**src/logic/cpu_addr_map_regs.svh**
```systemverilog
`ifndef CPU_ADDR_MAP_REGS_SVH
`define CPU_ADDR_MAP_REGS_SVH

// ----------------------------------------
// Physical map boundaries (26-bit)
// ----------------------------------------
`define ROM_WIN_END 26'h00FFFFF
`define EXT_BASE 26'h0100000
`define EXT_END 26'h0FFFFFF
`define UNUSABLE_END 26'h3FEFFFF
`define RAM_WIN_BASE 26'h3FF0000
`define PER_BASE 26'h3FFF000

// ----------------------------------------
// Implemented sizes and reset values
// ----------------------------------------
`define ROM_SIZE_KB_DEF 640
`define RAM_SIZE_KB_DEF 48
`define PC_RESET 32'h00000000
`define PREFETCH_STEP 26'h0000004

// ----------------------------------------
// Timing
// ----------------------------------------
`define MODE_CAPTURE_CYCLES 2'h2

`endif

```
**src/logic/cpu_addr_map_pkg.sv**
```systemverilog
package cpu_addr_map_pkg;
	typedef enum logic [2:0] {
		TGT_NONE = 3'b000,
		TGT_ROM = 3'b001,
		TGT_RAM = 3'b010,
		TGT_PER = 3'b011,
		TGT_EXT = 3'b100,
		TGT_ERR = 3'b101
	} target_e;
	typedef enum logic [1:0] {
		MODE_UNSET = 2'b00,
		MODE_NORMAL = 2'b01,
		MODE_FLASHPROG = 2'b10,
		MODE_PROHIBITED = 2'b11
	} mode_e;
	typedef enum logic [1:0] {
		SIZE_BYTE = 2'b00,
		SIZE_HALF = 2'b01,
		SIZE_WORD = 2'b10
	} size_e;
	typedef enum logic [1:0] {
		SPLIT_IDLE = 2'b00,
		SPLIT_LOW = 2'b01,
		SPLIT_HIGH = 2'b10
	} split_e;
endpackage : cpu_addr_map_pkg

```
**src/logic/periph_access_splitter.sv**
```systemverilog
`timescale 1ns/100ps
module periph_access_splitter (
	input wire logic clk_sys,
	input wire logic rstn,
	input wire logic start,
	input wire logic [11:0] addr,
	input wire cpu_addr_map_pkg::size_e size,
	input wire logic isWrite,
	input wire logic [31:0] wdata,
	input wire logic byteWide,
	input wire logic [15:0] perRdata,
	output logic perStrobe,
	output logic [11:0] perAddr,
	output logic perWe,
	output logic [1:0] perByteEn,
	output logic [15:0] perWdata,
	output logic busy,
	output logic done,
	output logic [31:0] rdata
);
	import cpu_addr_map_pkg::*;

	split_e state_reg, state_next;
	logic [11:0] addr_reg;
	size_e size_reg;
	logic we_reg;
	logic [31:0] wdata_reg;
	logic [31:0] rdata_reg;
	logic done_reg;
	logic [11:0] addrAligned;
	logic lastHalf;

	// ----------------------------------------
	// Sequencing
	// ----------------------------------------
	assign addrAligned = (size == SIZE_WORD) ? {addr[11:2], 2'b00} :
		(size == SIZE_HALF) ? {addr[11:1], 1'b0} : addr;
	assign lastHalf = (state_reg == SPLIT_HIGH) || (state_reg == SPLIT_LOW && size_reg != SIZE_WORD);

	always_comb begin
		state_next = state_reg;
		case (state_reg)
			SPLIT_IDLE: if (start) state_next = SPLIT_LOW;
			SPLIT_LOW: state_next = (size_reg == SIZE_WORD) ? SPLIT_HIGH : SPLIT_IDLE;
			SPLIT_HIGH: state_next = SPLIT_IDLE;
			default: state_next = SPLIT_IDLE;
		endcase
	end

	always_ff @(posedge clk_sys or negedge rstn) begin
		if (!rstn) begin
			state_reg <= SPLIT_IDLE;
			addr_reg <= 12'h000;
			size_reg <= SIZE_BYTE;
			we_reg <= 1'b0;
			wdata_reg <= 32'h00000000;
			done_reg <= 1'b0;
		end else begin
			state_reg <= state_next;
			done_reg <= lastHalf;
			if (start && state_reg == SPLIT_IDLE) begin
				addr_reg <= addrAligned;
				size_reg <= size;
				we_reg <= isWrite;
				wdata_reg <= wdata;
			end
		end
	end

	// Read halves assembled low then high
	always_ff @(posedge clk_sys or negedge rstn) begin
		if (!rstn) begin
			rdata_reg <= 32'h00000000;
		end else if (state_reg == SPLIT_LOW && !we_reg) begin
			if (size_reg == SIZE_BYTE) begin
				rdata_reg <= {24'h000000, addr_reg[0] ? perRdata[15:8] : perRdata[7:0]};
			end else begin
				rdata_reg <= {16'h0000, perRdata};
			end
		end else if (state_reg == SPLIT_HIGH && !we_reg) begin
			rdata_reg[31:16] <= perRdata;
		end
	end

	// ----------------------------------------
	// Peripheral side
	// ----------------------------------------
	assign perStrobe = (state_reg != SPLIT_IDLE);
	assign perAddr = (state_reg == SPLIT_HIGH) ? {addr_reg[11:2], 2'b10} : addr_reg;
	assign perWe = perStrobe && we_reg;
	assign perWdata = (state_reg == SPLIT_HIGH) ? wdata_reg[31:16] :
		(size_reg == SIZE_BYTE) ? {2{wdata_reg[7:0]}} : wdata_reg[15:0];
	// Undefined peripheral offsets are passed through unchecked
	assign perByteEn = (size_reg == SIZE_BYTE) ? (addr_reg[0] ? 2'b10 : 2'b01) :
		(we_reg && byteWide) ? 2'b01 : 2'b11;
	assign busy = perStrobe;
	assign done = done_reg;
	assign rdata = rdata_reg;
endmodule : periph_access_splitter

```
**src/logic/cpu_address_map_decoder.sv**
```systemverilog
`timescale 1ns/100ps
`include "cpu_addr_map_regs.svh"
//Contract
// - Sample both mode pins at reset release; A low normal, A high B low flash.
// - Program counter keeps upper six bits zero; carry out of bit 25 dropped.
// - Instruction addresses wrap: top of program space follows into address zero.
// - Operand addresses ignore bits 31 to 26; 64 images of one space.
// - Operand address sums drop everything beyond 32 bits.
// - Data view sign-extends physical bit 25 into the upper six bits.
// - Lowest megabyte: fetch and read go to ROM, writes go external.
// - ROM up to 1 MB from zero; beyond implemented size is prohibited.
// - RAM ends at 03FFEFFF; below implemented start inside window is prohibited.
// - 03FFF000 to 03FFFFFF is peripheral area; fetch there is refused.
// - 00100000 to 00FFFFFF routes to external memory.
// - 01000000 to 03FEFFFF is unusable; fetch there is refused.
// - Peripheral word access becomes two halfwords, low first, low bits ignored.
// - Halfword to byte register: upper read byte undefined, only low byte written.
// - Prefetch past the top of RAM never reaches the peripheral area.
module cpu_address_map_decoder #(
	parameter int unsigned ROM_SIZE_KB = `ROM_SIZE_KB_DEF,
	parameter int unsigned RAM_SIZE_KB = `RAM_SIZE_KB_DEF
) (
	input wire logic clk_sys,
	input wire logic rstn,
	input wire logic modeSelPinA,
	input wire logic modeSelPinB,
	output cpu_addr_map_pkg::mode_e opMode,
	output logic modeValid,
	input wire logic pcLoad,
	input wire logic [31:0] pcLoadAddr,
	input wire logic pcBranch,
	input wire logic [31:0] branchDisp,
	input wire logic pcAdvance,
	input wire logic [2:0] pcStep,
	input wire logic fetchReq,
	output logic [31:0] fetchAddr,
	output cpu_addr_map_pkg::target_e fetchSel,
	output logic fetchErr,
	input wire logic prefetchReq,
	output logic [31:0] prefetchAddr,
	output logic prefetchIssue,
	input wire logic dataReq,
	input wire logic dataWrite,
	input wire cpu_addr_map_pkg::size_e dataSize,
	input wire logic [31:0] opBase,
	input wire logic [31:0] opDisp,
	input wire logic [31:0] dataWdata,
	output logic dataReady,
	output logic [31:0] dataView,
	output cpu_addr_map_pkg::target_e dataSel,
	output logic romStrobe,
	output logic ramStrobe,
	output logic extStrobe,
	output logic memWrite,
	output cpu_addr_map_pkg::size_e memSize,
	output logic [25:0] memAddr,
	output logic [31:0] memWdata,
	input wire logic [31:0] romRdata,
	input wire logic [31:0] ramRdata,
	input wire logic [31:0] extRdata,
	input wire logic perByteWide,
	input wire logic [15:0] perRdata,
	output logic perStrobe,
	output logic [11:0] perAddr,
	output logic perWe,
	output logic [1:0] perByteEn,
	output logic [15:0] perWdata,
	output logic dataRespValid,
	output logic [31:0] dataRdata,
	output logic accessErr
);
	import cpu_addr_map_pkg::*;

	localparam logic [25:0] ROM_LIMIT = 26'(ROM_SIZE_KB * 1024);
	localparam logic [25:0] RAM_START = `PER_BASE - 26'(RAM_SIZE_KB * 1024);

	// ----------------------------------------
	// Region decode
	// ----------------------------------------
	function automatic target_e decodeTarget(input logic [25:0] phys, input logic fetch, input logic write);
		target_e sel;
		sel = TGT_ERR;
		if (phys <= `ROM_WIN_END) begin
			if (write && !fetch) sel = TGT_EXT;
			else if (phys < ROM_LIMIT) sel = TGT_ROM;
			else sel = TGT_ERR;
		end else if (phys <= `EXT_END) begin
			sel = TGT_EXT;
		end else if (phys <= `UNUSABLE_END) begin
			sel = TGT_ERR;
		end else if (phys < `PER_BASE) begin
			sel = (phys >= RAM_START) ? TGT_RAM : TGT_ERR;
		end else begin
			sel = fetch ? TGT_ERR : TGT_PER;
		end
		return sel;
	endfunction : decodeTarget

	// ----------------------------------------
	// Mode pin capture
	// ----------------------------------------
	logic syncA1_reg, syncA2_reg, syncB1_reg, syncB2_reg;
	logic [1:0] captureCnt_reg;
	mode_e opMode_reg;
	logic modeValid_reg;
	mode_e modeDecoded;
	wire captureNow = !modeValid_reg && (captureCnt_reg == `MODE_CAPTURE_CYCLES);

	assign modeDecoded = !syncA2_reg ? MODE_NORMAL :
		(!syncB2_reg ? MODE_FLASHPROG : MODE_PROHIBITED);

	always_ff @(posedge clk_sys or negedge rstn) begin
		if (!rstn) begin
			syncA1_reg <= 1'b0;
			syncA2_reg <= 1'b0;
			syncB1_reg <= 1'b0;
			syncB2_reg <= 1'b0;
		end else begin
			syncA1_reg <= modeSelPinA;
			syncA2_reg <= syncA1_reg;
			syncB1_reg <= modeSelPinB;
			syncB2_reg <= syncB1_reg;
		end
	end

	// Pin A level is held by the programmer or board across release
	always_ff @(posedge clk_sys or negedge rstn) begin
		if (!rstn) begin
			captureCnt_reg <= 2'h0;
			opMode_reg <= MODE_UNSET;
			modeValid_reg <= 1'b0;
		end else if (captureNow) begin
			opMode_reg <= modeDecoded;
			modeValid_reg <= 1'b1;
		end else if (!modeValid_reg) begin
			captureCnt_reg <= captureCnt_reg + 2'h1;
		end
	end

	assign opMode = opMode_reg;
	assign modeValid = modeValid_reg;

	// ----------------------------------------
	// Program counter and fetch
	// ----------------------------------------
	logic [31:0] pc_reg, pc_next;
	logic [25:0] branchSum, stepSum, prefetchPhys;
	target_e prefetchSel;

	assign branchSum = pc_reg[25:0] + branchDisp[25:0];
	assign stepSum = pc_reg[25:0] + {23'h000000, pcStep};
	assign pc_next = pcLoad ? {6'h00, pcLoadAddr[25:0]} :
		pcBranch ? {6'h00, branchSum} :
		pcAdvance ? {6'h00, stepSum} : pc_reg;

	always_ff @(posedge clk_sys or negedge rstn) begin
		if (!rstn) pc_reg <= `PC_RESET;
		else pc_reg <= pc_next;
	end

	assign fetchAddr = pc_reg;
	assign fetchSel = decodeTarget(pc_reg[25:0], 1'b1, 1'b0);
	assign fetchErr = fetchReq && (fetchSel == TGT_ERR);

	// Prefetch stops at the RAM ceiling instead of touching registers
	assign prefetchPhys = pc_reg[25:0] + `PREFETCH_STEP;
	assign prefetchSel = decodeTarget(prefetchPhys, 1'b1, 1'b0);
	assign prefetchAddr = {6'h00, prefetchPhys};
	assign prefetchIssue = prefetchReq && (prefetchPhys < `PER_BASE) && (prefetchSel != TGT_ERR);

	// ----------------------------------------
	// Operand address and request capture
	// ----------------------------------------
	logic [31:0] opSum;
	logic [25:0] dataPhys;
	target_e reqSel;
	logic reqValid_reg, reqWrite_reg;
	size_e reqSize_reg;
	target_e reqSel_reg;
	logic [25:0] reqPhys_reg;
	logic [31:0] reqWdata_reg, reqView_reg;
	logic perBusy, perDone;
	logic [31:0] perRdataWord;
	wire dataTaken = dataReq && dataReady;

	assign opSum = opBase + opDisp;
	assign dataPhys = opSum[25:0];
	assign reqSel = decodeTarget(dataPhys, 1'b0, dataWrite);
	assign dataReady = !reqValid_reg && !perBusy;

	always_ff @(posedge clk_sys or negedge rstn) begin
		if (!rstn) begin
			reqValid_reg <= 1'b0;
			reqWrite_reg <= 1'b0;
			reqSize_reg <= SIZE_BYTE;
			reqSel_reg <= TGT_NONE;
			reqPhys_reg <= 26'h0000000;
			reqWdata_reg <= 32'h00000000;
			reqView_reg <= 32'h00000000;
		end else begin
			reqValid_reg <= dataTaken;
			if (dataTaken) begin
				reqWrite_reg <= dataWrite;
				reqSize_reg <= dataSize;
				reqSel_reg <= reqSel;
				reqPhys_reg <= dataPhys;
				reqWdata_reg <= dataWdata;
				reqView_reg <= {{6{dataPhys[25]}}, dataPhys};
			end
		end
	end

	assign dataView = reqView_reg;
	assign dataSel = reqSel_reg;

	// ----------------------------------------
	// Target strobes
	// ----------------------------------------
	wire issueNow = reqValid_reg;
	assign romStrobe = issueNow && (reqSel_reg == TGT_ROM);
	assign ramStrobe = issueNow && (reqSel_reg == TGT_RAM);
	assign extStrobe = issueNow && (reqSel_reg == TGT_EXT);
	assign memWrite = reqWrite_reg;
	assign memSize = reqSize_reg;
	assign memAddr = reqPhys_reg;
	assign memWdata = reqWdata_reg;

	periph_access_splitter u_splitter (
		.clk_sys(clk_sys),
		.rstn(rstn),
		.start(issueNow && (reqSel_reg == TGT_PER)),
		.addr(reqPhys_reg[11:0]),
		.size(reqSize_reg),
		.isWrite(reqWrite_reg),
		.wdata(reqWdata_reg),
		.byteWide(perByteWide),
		.perRdata(perRdata),
		.perStrobe(perStrobe),
		.perAddr(perAddr),
		.perWe(perWe),
		.perByteEn(perByteEn),
		.perWdata(perWdata),
		.busy(perBusy),
		.done(perDone),
		.rdata(perRdataWord)
	);

	// ----------------------------------------
	// Response
	// ----------------------------------------
	logic respValid_reg, accessErr_reg;
	logic [31:0] rdata_reg, memRead;

	assign memRead = (reqSel_reg == TGT_ROM) ? romRdata :
		(reqSel_reg == TGT_RAM) ? ramRdata :
		(reqSel_reg == TGT_EXT) ? extRdata : 32'h00000000;

	always_ff @(posedge clk_sys or negedge rstn) begin
		if (!rstn) begin
			respValid_reg <= 1'b0;
			accessErr_reg <= 1'b0;
			rdata_reg <= 32'h00000000;
		end else begin
			respValid_reg <= (issueNow && reqSel_reg != TGT_PER) || perDone;
			accessErr_reg <= issueNow && (reqSel_reg == TGT_ERR);
			if (perDone) rdata_reg <= reqWrite_reg ? 32'h00000000 : perRdataWord;
			else if (issueNow && reqSel_reg != TGT_PER) rdata_reg <= reqWrite_reg ? 32'h00000000 : memRead;
		end
	end

	assign dataRespValid = respValid_reg;
	assign dataRdata = rdata_reg;
	assign accessErr = accessErr_reg;
endmodule : cpu_address_map_decoder

```
**config.mk**
```make
export PLATFORM = sky130hd
export DESIGN_NAME = cpu_address_map_decoder
export DESIGN_NICKNAME = d
export VERILOG_FILES = /design/src/logic/cpu_addr_map_pkg.sv /design/src/logic/periph_access_splitter.sv /design/src/logic/cpu_address_map_decoder.sv
export VERILOG_INCLUDE_DIRS = /design/src /design/src/logic
export SDC_FILE = /design/constraint.sdc
export NUM_CORES = 1
export LEC_CHECK = 0
export BUFFER_PORTS_ARGS = -buffer_cell sky130_fd_sc_hd__buf_2
export CORE_AREA = 2 2 208 210
export CTS_CLUSTER_SIZE = 12
export DETAILED_ROUTE_END_ITERATION = 12
export DIE_AREA = 0 0 210 212
export PLACE_DENSITY = 0.57
export SLEW_MARGIN = 20
export SYNTH_ARGS = -nofsm -noshare
export SYNTH_HDL_FRONTEND = slang
export SYNTH_SLANG_ARGS = --single-unit
```
**constraint.sdc**
```tcl
create_clock -name clk_sys -period 5.5 [get_ports clk_sys]
set_input_delay 0.55 -clock clk_sys [delete_from_list [all_inputs] [get_ports clk_sys]]
set_output_delay 0.55 -clock clk_sys [all_outputs]
set_load 0.05 [all_outputs]
```
==> results.cfg, run 1 <==
[run_status]
outcome = complete, no violations

[sta]
setup_viol = 0
layout_worst_path_cycle_share_pct = 69.8
whs_ps = 58.7
finalCriticalPeriod_ps = 3840
tightest_slew_ps = 1060
rsz0062_at_grt = false
clock_skew_ps = 11.9
max_freq_mhz = 260
slew_violations = 0
tns_ps = 0
slew_headroom_pct = 29.2
timing_hold_violations_final = 0

[worst_setup_path]
reg2reg_depth = 12
r2r-end = fetchAddr[24]
startpoint_type = flop
critPathLaunch = fetchAddr[4]
crit_type = reg2out
r2r_slack_ps = 2290
slowest_delay_ps = 500
critPathCaptureType = output pin
cp_slowest_cell = dfrtp_1
crit_chain = and4_1 > nand4_1 > nor2_1 > nand2_1 > xor2_1 > a21boi_0 > a41oi_1 > o21ai_0 > a21oi_1 > buf_2
critPathMaxFanout = 8
worstPathRequired_ps = 4950
arrival_ps = 3290
r2r-start = fetchAddr[0]
critPathCapture = prefetchIssue

[global_routing]
overflow = 0
grtUsageTotal_pct = 19.0
grt_pass1_wl_um = 67000
grt_pass1_vias = 11900
grt_max_degree = 114
antenna_found_initial = 4

[clock_network]
clockRootBuffer = clkbuf_16
cts.sinks = 216
cts_tree = done
clock_latency_ps = 560
clk_pin_slew_ps = 60
cts-htree-levels = 1
numCtsBuffers = 27
cts_buffer_depth = 3
cts-resized-gates = 0
postCtsSetupBuffers = 0
cts_hold_buffers = 0

[routing]
wl_per_cell_um = 17.7
wirelength_um = 44100
drc_errors = 0
initialDrtViolationCount = 538
dr.pass1.iters = 5
vias = 12600
antenna_left = 0
avgViaCountPerCell = 5.04

[final_layout]
fin_nets = 2273
nFillCells = 4433
final_core_util_pct = 39.3
drive_above_1_share_pct = 32.5
area_growth_pct = 26.2
final_area_um2 = 16700
finalNonFillerCells = 2497

[synth]
syn_inst = 1527
synth_warnings = 0
netlist_area_um2 = 13200
ys_seq_area_share_pct = 40.8
ys.flop_type = dfrtp_1
synth-async-reset-ratio_pct = 100
yosysUniqueCellTypes = 78
ys_ff_latch = 216
synth_edf_count = 0
syn_area_per_cell_um2 = 8.67

[die]
die_x_um = 210
initial_core_util_pct = 31.1
die_h_um = 212
fp-row-count = 76
die_area_um2 = 44500
io-pin-count = 527
core_um2 = 42500

[placement]
dpl.hpwl_um = 33200
dp.cells = 2446
port_buffers = 490
postPlaceCellArea_um2 = 15800
globalplace.congestion = 0.926

[power_and_ir_drop]
p_per_area_nw_per_um2 = 368
peakVddDrop_mv = 0.216
p_leak_nw = 8.66

[hold_path]
hold_path.class = in2async

[job]
maxCapViolCount = 0
placed cells by master (no fill, tap or decap), types with 13 or more instances in the layout:
| cell | Yosys | final |
|---|---|---|
| o21a_1 | 16 | 16 |
| a21o_1 | 19 | 19 |
| xor2_1 | 31 | 31 |
| a22oi_1 | 32 | 32 |
| mux2i_1 | 13 | 13 |
| a31oi_1 | 13 | 13 |
| inv_1 | 28 | 28 |
| and3_1 | 14 | 14 |
| nand3_1 | 27 | 27 |
| o21ai_0 | 89 | 89 |
| ha_1 | 53 | 53 |
| nand2b_1 | 15 | 15 |
| clkbuf_16 | 0 | 27 |
| a22o_1 | 16 | 16 |
| nand2_1 | 298 | 297 |
| a21oi_1 | 115 | 114 |
| nor2_1 | 131 | 127 |
| mux2_2 | 59 | 59 |
| buf_2 | 1 | 489 |
| xnor2_1 | 36 | 36 |
| a211oi_1 | 15 | 15 |
| nor3_1 | 19 | 19 |
| and2_1 | 29 | 29 |
| dfrtp_1 | 216 | 215 |
layer usage:
layer | track usage (%) | wire (µm)
met4 | 4.87 | 957
met1 | 24.5 | 19200
met3 | 3.57 | 2790
met2 | 32.8 | 21200
met5 | 0 | 37
cell usage after synthesis (15+ instances only):
cell type	number	area share [%]
inv_1	28	0.79
nand3_1	27	1.0
nor2_1	131	3.7
xnor2_1	36	2.4
ha_1	53	5.0
mux2_2	59	5.0
a22oi_1	32	1.8
xor2_1	31	2.1
a22o_1	16	1.1
nor3_1	19	0.72
buf_4	66	3.7
dfrtp_1	216	41
a211oi_1	15	0.85
o21a_1	16	0.91
a21o_1	19	1.1
a21oi_1	115	4.3
and2_1	29	1.4
nand2b_1	15	0.71
nand2_1	298	8.4
o21ai_0	89	3.4
clkbuf_1	66	1.9
worst min-delay path by stage:
stage	slack, ps	to	startpoint
after global placement	340	syncB2_reg	syncB1_reg
after detailed placement	350	syncA2_reg	syncA1_reg
after floorplan	250	accessErr	rstn
after global routing	90	syncA1_reg	modeSelPinA
final	60	dataView[25]	rstn
after CTS	80	dataView[25]	rstn
critical path, delay by kind of cell, from the launching register on:
kind / cells / cell delay (ps)
AO/OA/AOI/OAI: 4 / 570
flip-flops: 1 / 500
XOR/XNOR: 1 / 280
buffers and inverters: 1 / 270
AND/OR/NAND/NOR: 4 / 1100
kinds of logic (layout without fill, tap and decap cells):
group | count (synthesis) | in the layout | share of synthesized area (%)
xor+xnor | 67 | 67 | 4.43
simple gates | 572 | 572 | 18.7
mux | 72 | 72 | 6.00
buf+inv | 170 | 581 | 6.78
compound gates | 374 | 374 | 17.9
other cells | 1 | 14 | 0.0283
fa+ha+maj | 55 | 55 | 5.31
flops | 216 | 216 | 40.8
metrics by stage:
stage	setup slack, ps	power (mW)
global placement	1510	4.33
detailed placement	1420	4.35
finish	1660	6.16
CTS	1680	6.22
global route	1340	6.46
floorplan	366	3.78
cell type report:
type | instances | area [µm²] | share of cell area [%]
inverters | 30 | 113 | 0.674
diodes | 2 | 5.00 | 0.0300
clock inverters | 9 | 118 | 0.704
multi-input cells | 1152 | 7010 | 42.0
well taps | 546 | 683 | 4.09
clock buffers | 40 | 805 | 4.82
repair buffers | 502 | 2560 | 15.4
flip-flops and latches | 216 | 5410 | 32.4
where the power goes:
part           total [mW]  internal [mW]  switching (mW)
Sequential           1.95           1.74           0.204
Clock                1.84           1.11           0.729
Combinational        2.37          0.665            1.71
Total                6.16           3.52            2.64
Power figures use the tool's default switching activity.
==> run 2: changes to the inputs <==
ABC_AREA = 1   (was default)
PLACE_DENSITY = 0.62   (was 0.57)
clock period = 3.1 ns   (was 5.5 ns; I/O delays follow)
==> results.cfg, run 2 <==
[sta]
whs_ps = 28.5
finalCriticalPeriod_ps = 3040
tightest_slew_ps = 878
slew_headroom_pct = 41.4
tns_ps = 0
slew_violations = 0
clock_skew_ps = 11.8
setup_viol = 0
max_freq_mhz = 329
timing_hold_violations_final = 0
layout_worst_path_cycle_share_pct = 98.2
rsz0062_at_grt = true

[clock_network]
clockRootBuffer = clkbuf_16
clock_latency_ps = 540
clk_pin_slew_ps = 60
cts_tree = done
cts_buffer_depth = 3
numCtsBuffers = 26
cts-htree-levels = 1
cts.sinks = 216

[synth]
synth_edf_count = 0
syn_inst = 2024
synth-async-reset-ratio_pct = 100
netlist_area_um2 = 14300
synth_warnings = 0
ys.flop_type = dfrtp_1
yosys-top-cells-count = nand2_1, inv_1, dfrtp_1
ys_ff_latch = 216
syn_area_per_cell_um2 = 7.06
ys_seq_area_share_pct = 37.8
synth_top_area_cell = dfrtp_1
yosysMostFrequentCell = nand2_1
yosysUniqueCellTypes = 50
ys_top_cells_by_area = dfrtp_1, nand2_1, inv_1
synth_top_cell_area_share_pct = 37.8

[routing]
initialDrtViolationCount = 889
antenna_left = 0
wl_per_cell_um = 17.0
dr.pass1.iters = 5
vias = 15100
wirelength_um = 52300
avgViaCountPerCell = 4.90
drc_errors = 0

[die]
initial_core_util_pct = 33.6
fp-row-count = 76
core_um2 = 42500
die_area_um2 = 44500
io-pin-count = 527
die_x_um = 210
die_h_um = 212

[worst_setup_path]
startpoint_type = flop
critPathCaptureType = output pin
reg2reg_depth = 15
arrival_ps = 2730
critPathMaxFanout = 4
worstPathRequired_ps = 2790
crit_type = reg2out

[placement]
dp.cells = 2967
dpl.hpwl_um = 40900
port_buffers = 490
globalplace.congestion = 0.919

[power_and_ir_drop]
peakVddDrop_mv = 0.470
p_per_area_nw_per_um2 = 590
p_leak_nw = 10.3

[global_routing]
overflow = 0
antenna_found_initial = 6
grt_max_degree = 81
grt_pass1_vias = 14600
grt_pass1_wl_um = 80200
grtUsageTotal_pct = 22.8

[final_layout]
final-seq-area_um2 = 5410
finalNonFillerCells = 3072
multi_input_comb_area_um2 = 7250
fin_nets = 2843
area_growth_pct = 30.0
final_core_util_pct = 43.7
layout_commonest_cell = nand2_1
nFillCells = 4408
drive_above_1_share_pct = 25.2
final_cell_mix = nand2_1, buf_2, inv_1, dfrtp_1, nor2_1

[hold_path]
hold_path.class = in2reg
hold_depth = 3

[run_status]
outcome = complete, no violations

[job]
maxCapViolCount = 0
run 2: timing repair:
action / CTS / global route
hold buffers: 42 / 0
setup buffers: 6 / 2
setup endpoints to repair: 2 / 2
pin swaps: 7 / 10
gates resized for setup: 14 / 15
endpoints found under the hold margin: 107 / 0
run 2: cells by family after synthesis:
family          after synthesis  share of synthesized area [%]
simple gates                963                           27.6
mux                           2                          0.158
buf+inv                     429                           13.0
xor+xnor                     43                           2.74
flops                       216                           37.8
other cells                   1                         0.0262
fa+ha+maj                    55                           4.92
compound gates              315                           13.7
run 2: per-stage QoR:
step | power, mW | setup WS [ps] | area [µm²]
4_1_cts | 11.0 | -26.5 | 18500
2_1_floorplan | 6.68 | 79.0 | 14400
5_1_grt | 11.5 | -144 | 18600
6_report | 11.0 | 56.9 | 18600
3_3_place_gp | 7.81 | 195 | 17100
3_5_place_dp | 7.84 | 171 | 17100
run 2: per-layer routing:
metal	share of wire [%]	vias to the layer above	GRT usage, %	routed length (µm)
met5	0	-	0	0
met4	3.5	0	8.78	1830
met1	44	7079	30.0	22900
li1	-	7397	-	-
met2	48	494	38.4	24900
met3	5.0	98	2.69	2620
run 2: area by class of cell:
class / instances / share of cell area [%]
antenna: 7 / 0.0943
clock buffer: 37 / 3.94
clock inverter: 11 / 0.700
inverter: 290 / 5.88
multi-input combinational: 1390 / 39.0
sequential: 216 / 29.1
tap: 546 / 3.68
timing repair buffer: 575 / 17.5
run 2: worst paths after layout:
path	startpoint	end	slack [ps]
setup / recovery	fetchAddr[3]	prefetchIssue	60
hold / removal	perRdata[12]	u_splitter.rdata[12]	30
setup reg to reg	fetchAddr[0]	fetchAddr[24]	420
hold reg to reg	syncA1_reg	syncA2_reg	350
max in group asynchronous	rstn	u_splitter.rdata[26]	1890
min in group asynchronous	rstn	dataView[7]	310
run 2: report_power, final:
part           switching (mW)  total, mW  internal (mW)
Combinational            3.28       4.44           1.16
Sequential              0.342       3.45           3.11
Clock                    1.25       3.08           1.82
run 2: worst max-delay path: stages (launching register included):
cell	delay [ps]
dfrtp_2	430
ha_4	170
nand2_4	60
nor3_4	230
buf_4	180
nand2_1	130
nor2_2	150
nand2_1	80
a21oi_1	160
nand4_1	100
nor2_1	100
nand3_1	70
nand2_1	80
inv_2	40
nor2_4	80
buf_8	150
==> run 3: changes to the inputs <==
CORE_AREA = 2 2 206 208   (was 2 2 208 210)
CTS_BUF_LIST = sky130_fd_sc_hd__clkbuf_4   (was default)
DIE_AREA = 0 0 208 210   (was 0 0 210 212)
PLACE_DENSITY = 0.63   (was 0.62)
==> results.cfg, run 3 (same netlist as run 2, synthesis figures left out) <==
[run_status]
outcome = complete, but fails checks
violations = setup timing

[die]
die_h_um = 210
io-pin-count = 527
die_area_um2 = 43700
initial_core_util_pct = 34.5
fp-row-count = 75
core_um2 = 41500
die_x_um = 208

[power_and_ir_drop]
peakVddDrop_mv = 0.403
p_per_area_nw_per_um2 = 546
total_power_mw = 10.5
p_leak_nw = 10.7

[sta]
clock_skew_ps = 48.0
whs_ps = 23.5
setup_viol = 1
slew_violations = 0
tns_ps = -112
max_freq_mhz = 311
rsz0062_at_grt = true
layout_worst_path_cycle_share_pct = 104
timing_hold_violations_final = 0
finalCriticalPeriod_ps = 3210
tightest_slew_ps = 987
setup_slack_ps = -112
slew_headroom_pct = 33.8

[worst_setup_path]
critPathCaptureType = output pin
cp_top_family = simple AND/OR/NAND/NOR gates
cp_slowest_cell = dfrtp_2
crit_type = reg2out
slowest_delay_ps = 400
critPathMaxFanout = 3
startpoint_type = flop
worstPathRequired_ps = 2790
path_common_cell = nor2_4
arrival_ps = 2900
crit_buf_inv = 3
crit_chain = ha_4 > nand2_4 > nor3_4 > nand2_4 > nor2_4 > nand2_2 > nor2_4 > buf_12 > xor2_4 > nand4_1 > nor2_1 > nand3_1 > nand2_1 > inv_2 > nor2_4 > buf_6

[clock_network]
cts.sinks = 216
clock_latency_ps = 770
clockRootBuffer = clkbuf_4
cts_tree = done
cts-htree-levels = 2
numCtsBuffers = 59
cts_buffer_depth = 3
clk_pin_slew_ps = 60

[final_layout]
final_area_um2 = 19300
final_cell_mix = nand2_1, buf_2, inv_1, dfrtp_1, nor2_1
drive_above_1_share_pct = 25.9
layout_commonest_cell = nand2_1
area_growth_pct = 35.2
finalNonFillerCells = 3210
final_core_util_pct = 46.6
fin_nets = 2967

[routing]
avgViaCountPerCell = 4.92
dr.pass1.iters = 6
wirelength_um = 54200
wl_per_cell_um = 16.9
initialDrtViolationCount = 983
drc_errors = 0
vias = 15800
antenna_left = 0

[placement]
port_buffers = 490
place_worst_setup_slack_ps = 171
globalplace.congestion = 0.910
dpl.hpwl_um = 40900
dp.cells = 2959
postPlaceCellArea_um2 = 17100

[global_routing]
grt_pass1_wl_um = 84300
grt_max_degree = 89
antenna_found_initial = 3
grt_pass1_vias = 15700
overflow = 0
grtUsageTotal_pct = 24.2

[job]
maxCapViolCount = 0

[hold_path]
hold_path.class = in2reg
-- run 3: cell type report --
cell class | count | area (µm²)
Fill cell | 4249 | 22200
Multi-Input combinational cell | 1390 | 7250
Sequential cell | 216 | 5410
Timing Repair Buffer | 666 | 4160
Inverter | 290 | 1100
Tap cell | 539 | 674
Clock buffer | 79 | 593
Clock inverter | 26 | 126
Antenna cell | 4 | 10.0
-- run 3: final timing paths --
kind / start / end / slack [ps] / depth (start not counted)
worst min-delay path: opDisp[1] / dataView[1] / 20 / 4
min in group asynchronous: rstn / dataView[7] / 190 / 2
max in group asynchronous: rstn / u_splitter.wdata_reg[28] / 2050 / 3
worst max-delay path: fetchAddr[3] / prefetchIssue / -110 / 16
worst min register to register: syncB1_reg / syncB2_reg / 350 / 0
worst max register to register: fetchAddr[12] / fetchAddr[17] / 280 / 9
-- run 3: routing by layer --
layer | wire [µm] | vias up | part of all wire [%] | track usage [%]
met1 | 22700 | 7383 | 42 | 30.1
met2 | 26700 | 600 | 49 | 42.3
met5 | 0 | - | 0 | 0
li1 | - | 7686 | - | -
met4 | 1700 | 0 | 3.1 | 8.90
met3 | 3150 | 111 | 5.8 | 3.80
-- run 3: repair_timing --
action                                  CTS  global route
endpoints found under the hold margin   215             0
buffers inserted                         10             4
pin swaps                                 7            12
endpoints found under the setup margin    5            25
resized for setup                        19            15
hold buffers                            128             0
-- run 3: report_power, final --
part | total, mW | switching, mW | internal [mW]
Combinational | 4.61 | 3.34 | 1.27
Clock | 2.50 | 1.30 | 1.20
Sequential | 3.44 | 0.333 | 3.10
Total | 10.5 | 4.98 | 5.57
-- run 3: tightest hold or removal path: cells and delay by family --
kind	cells	cell delay [ps]
adders and majority gates	1	230
and+or+nand+nor	2	120
buffers and inverters	1	100
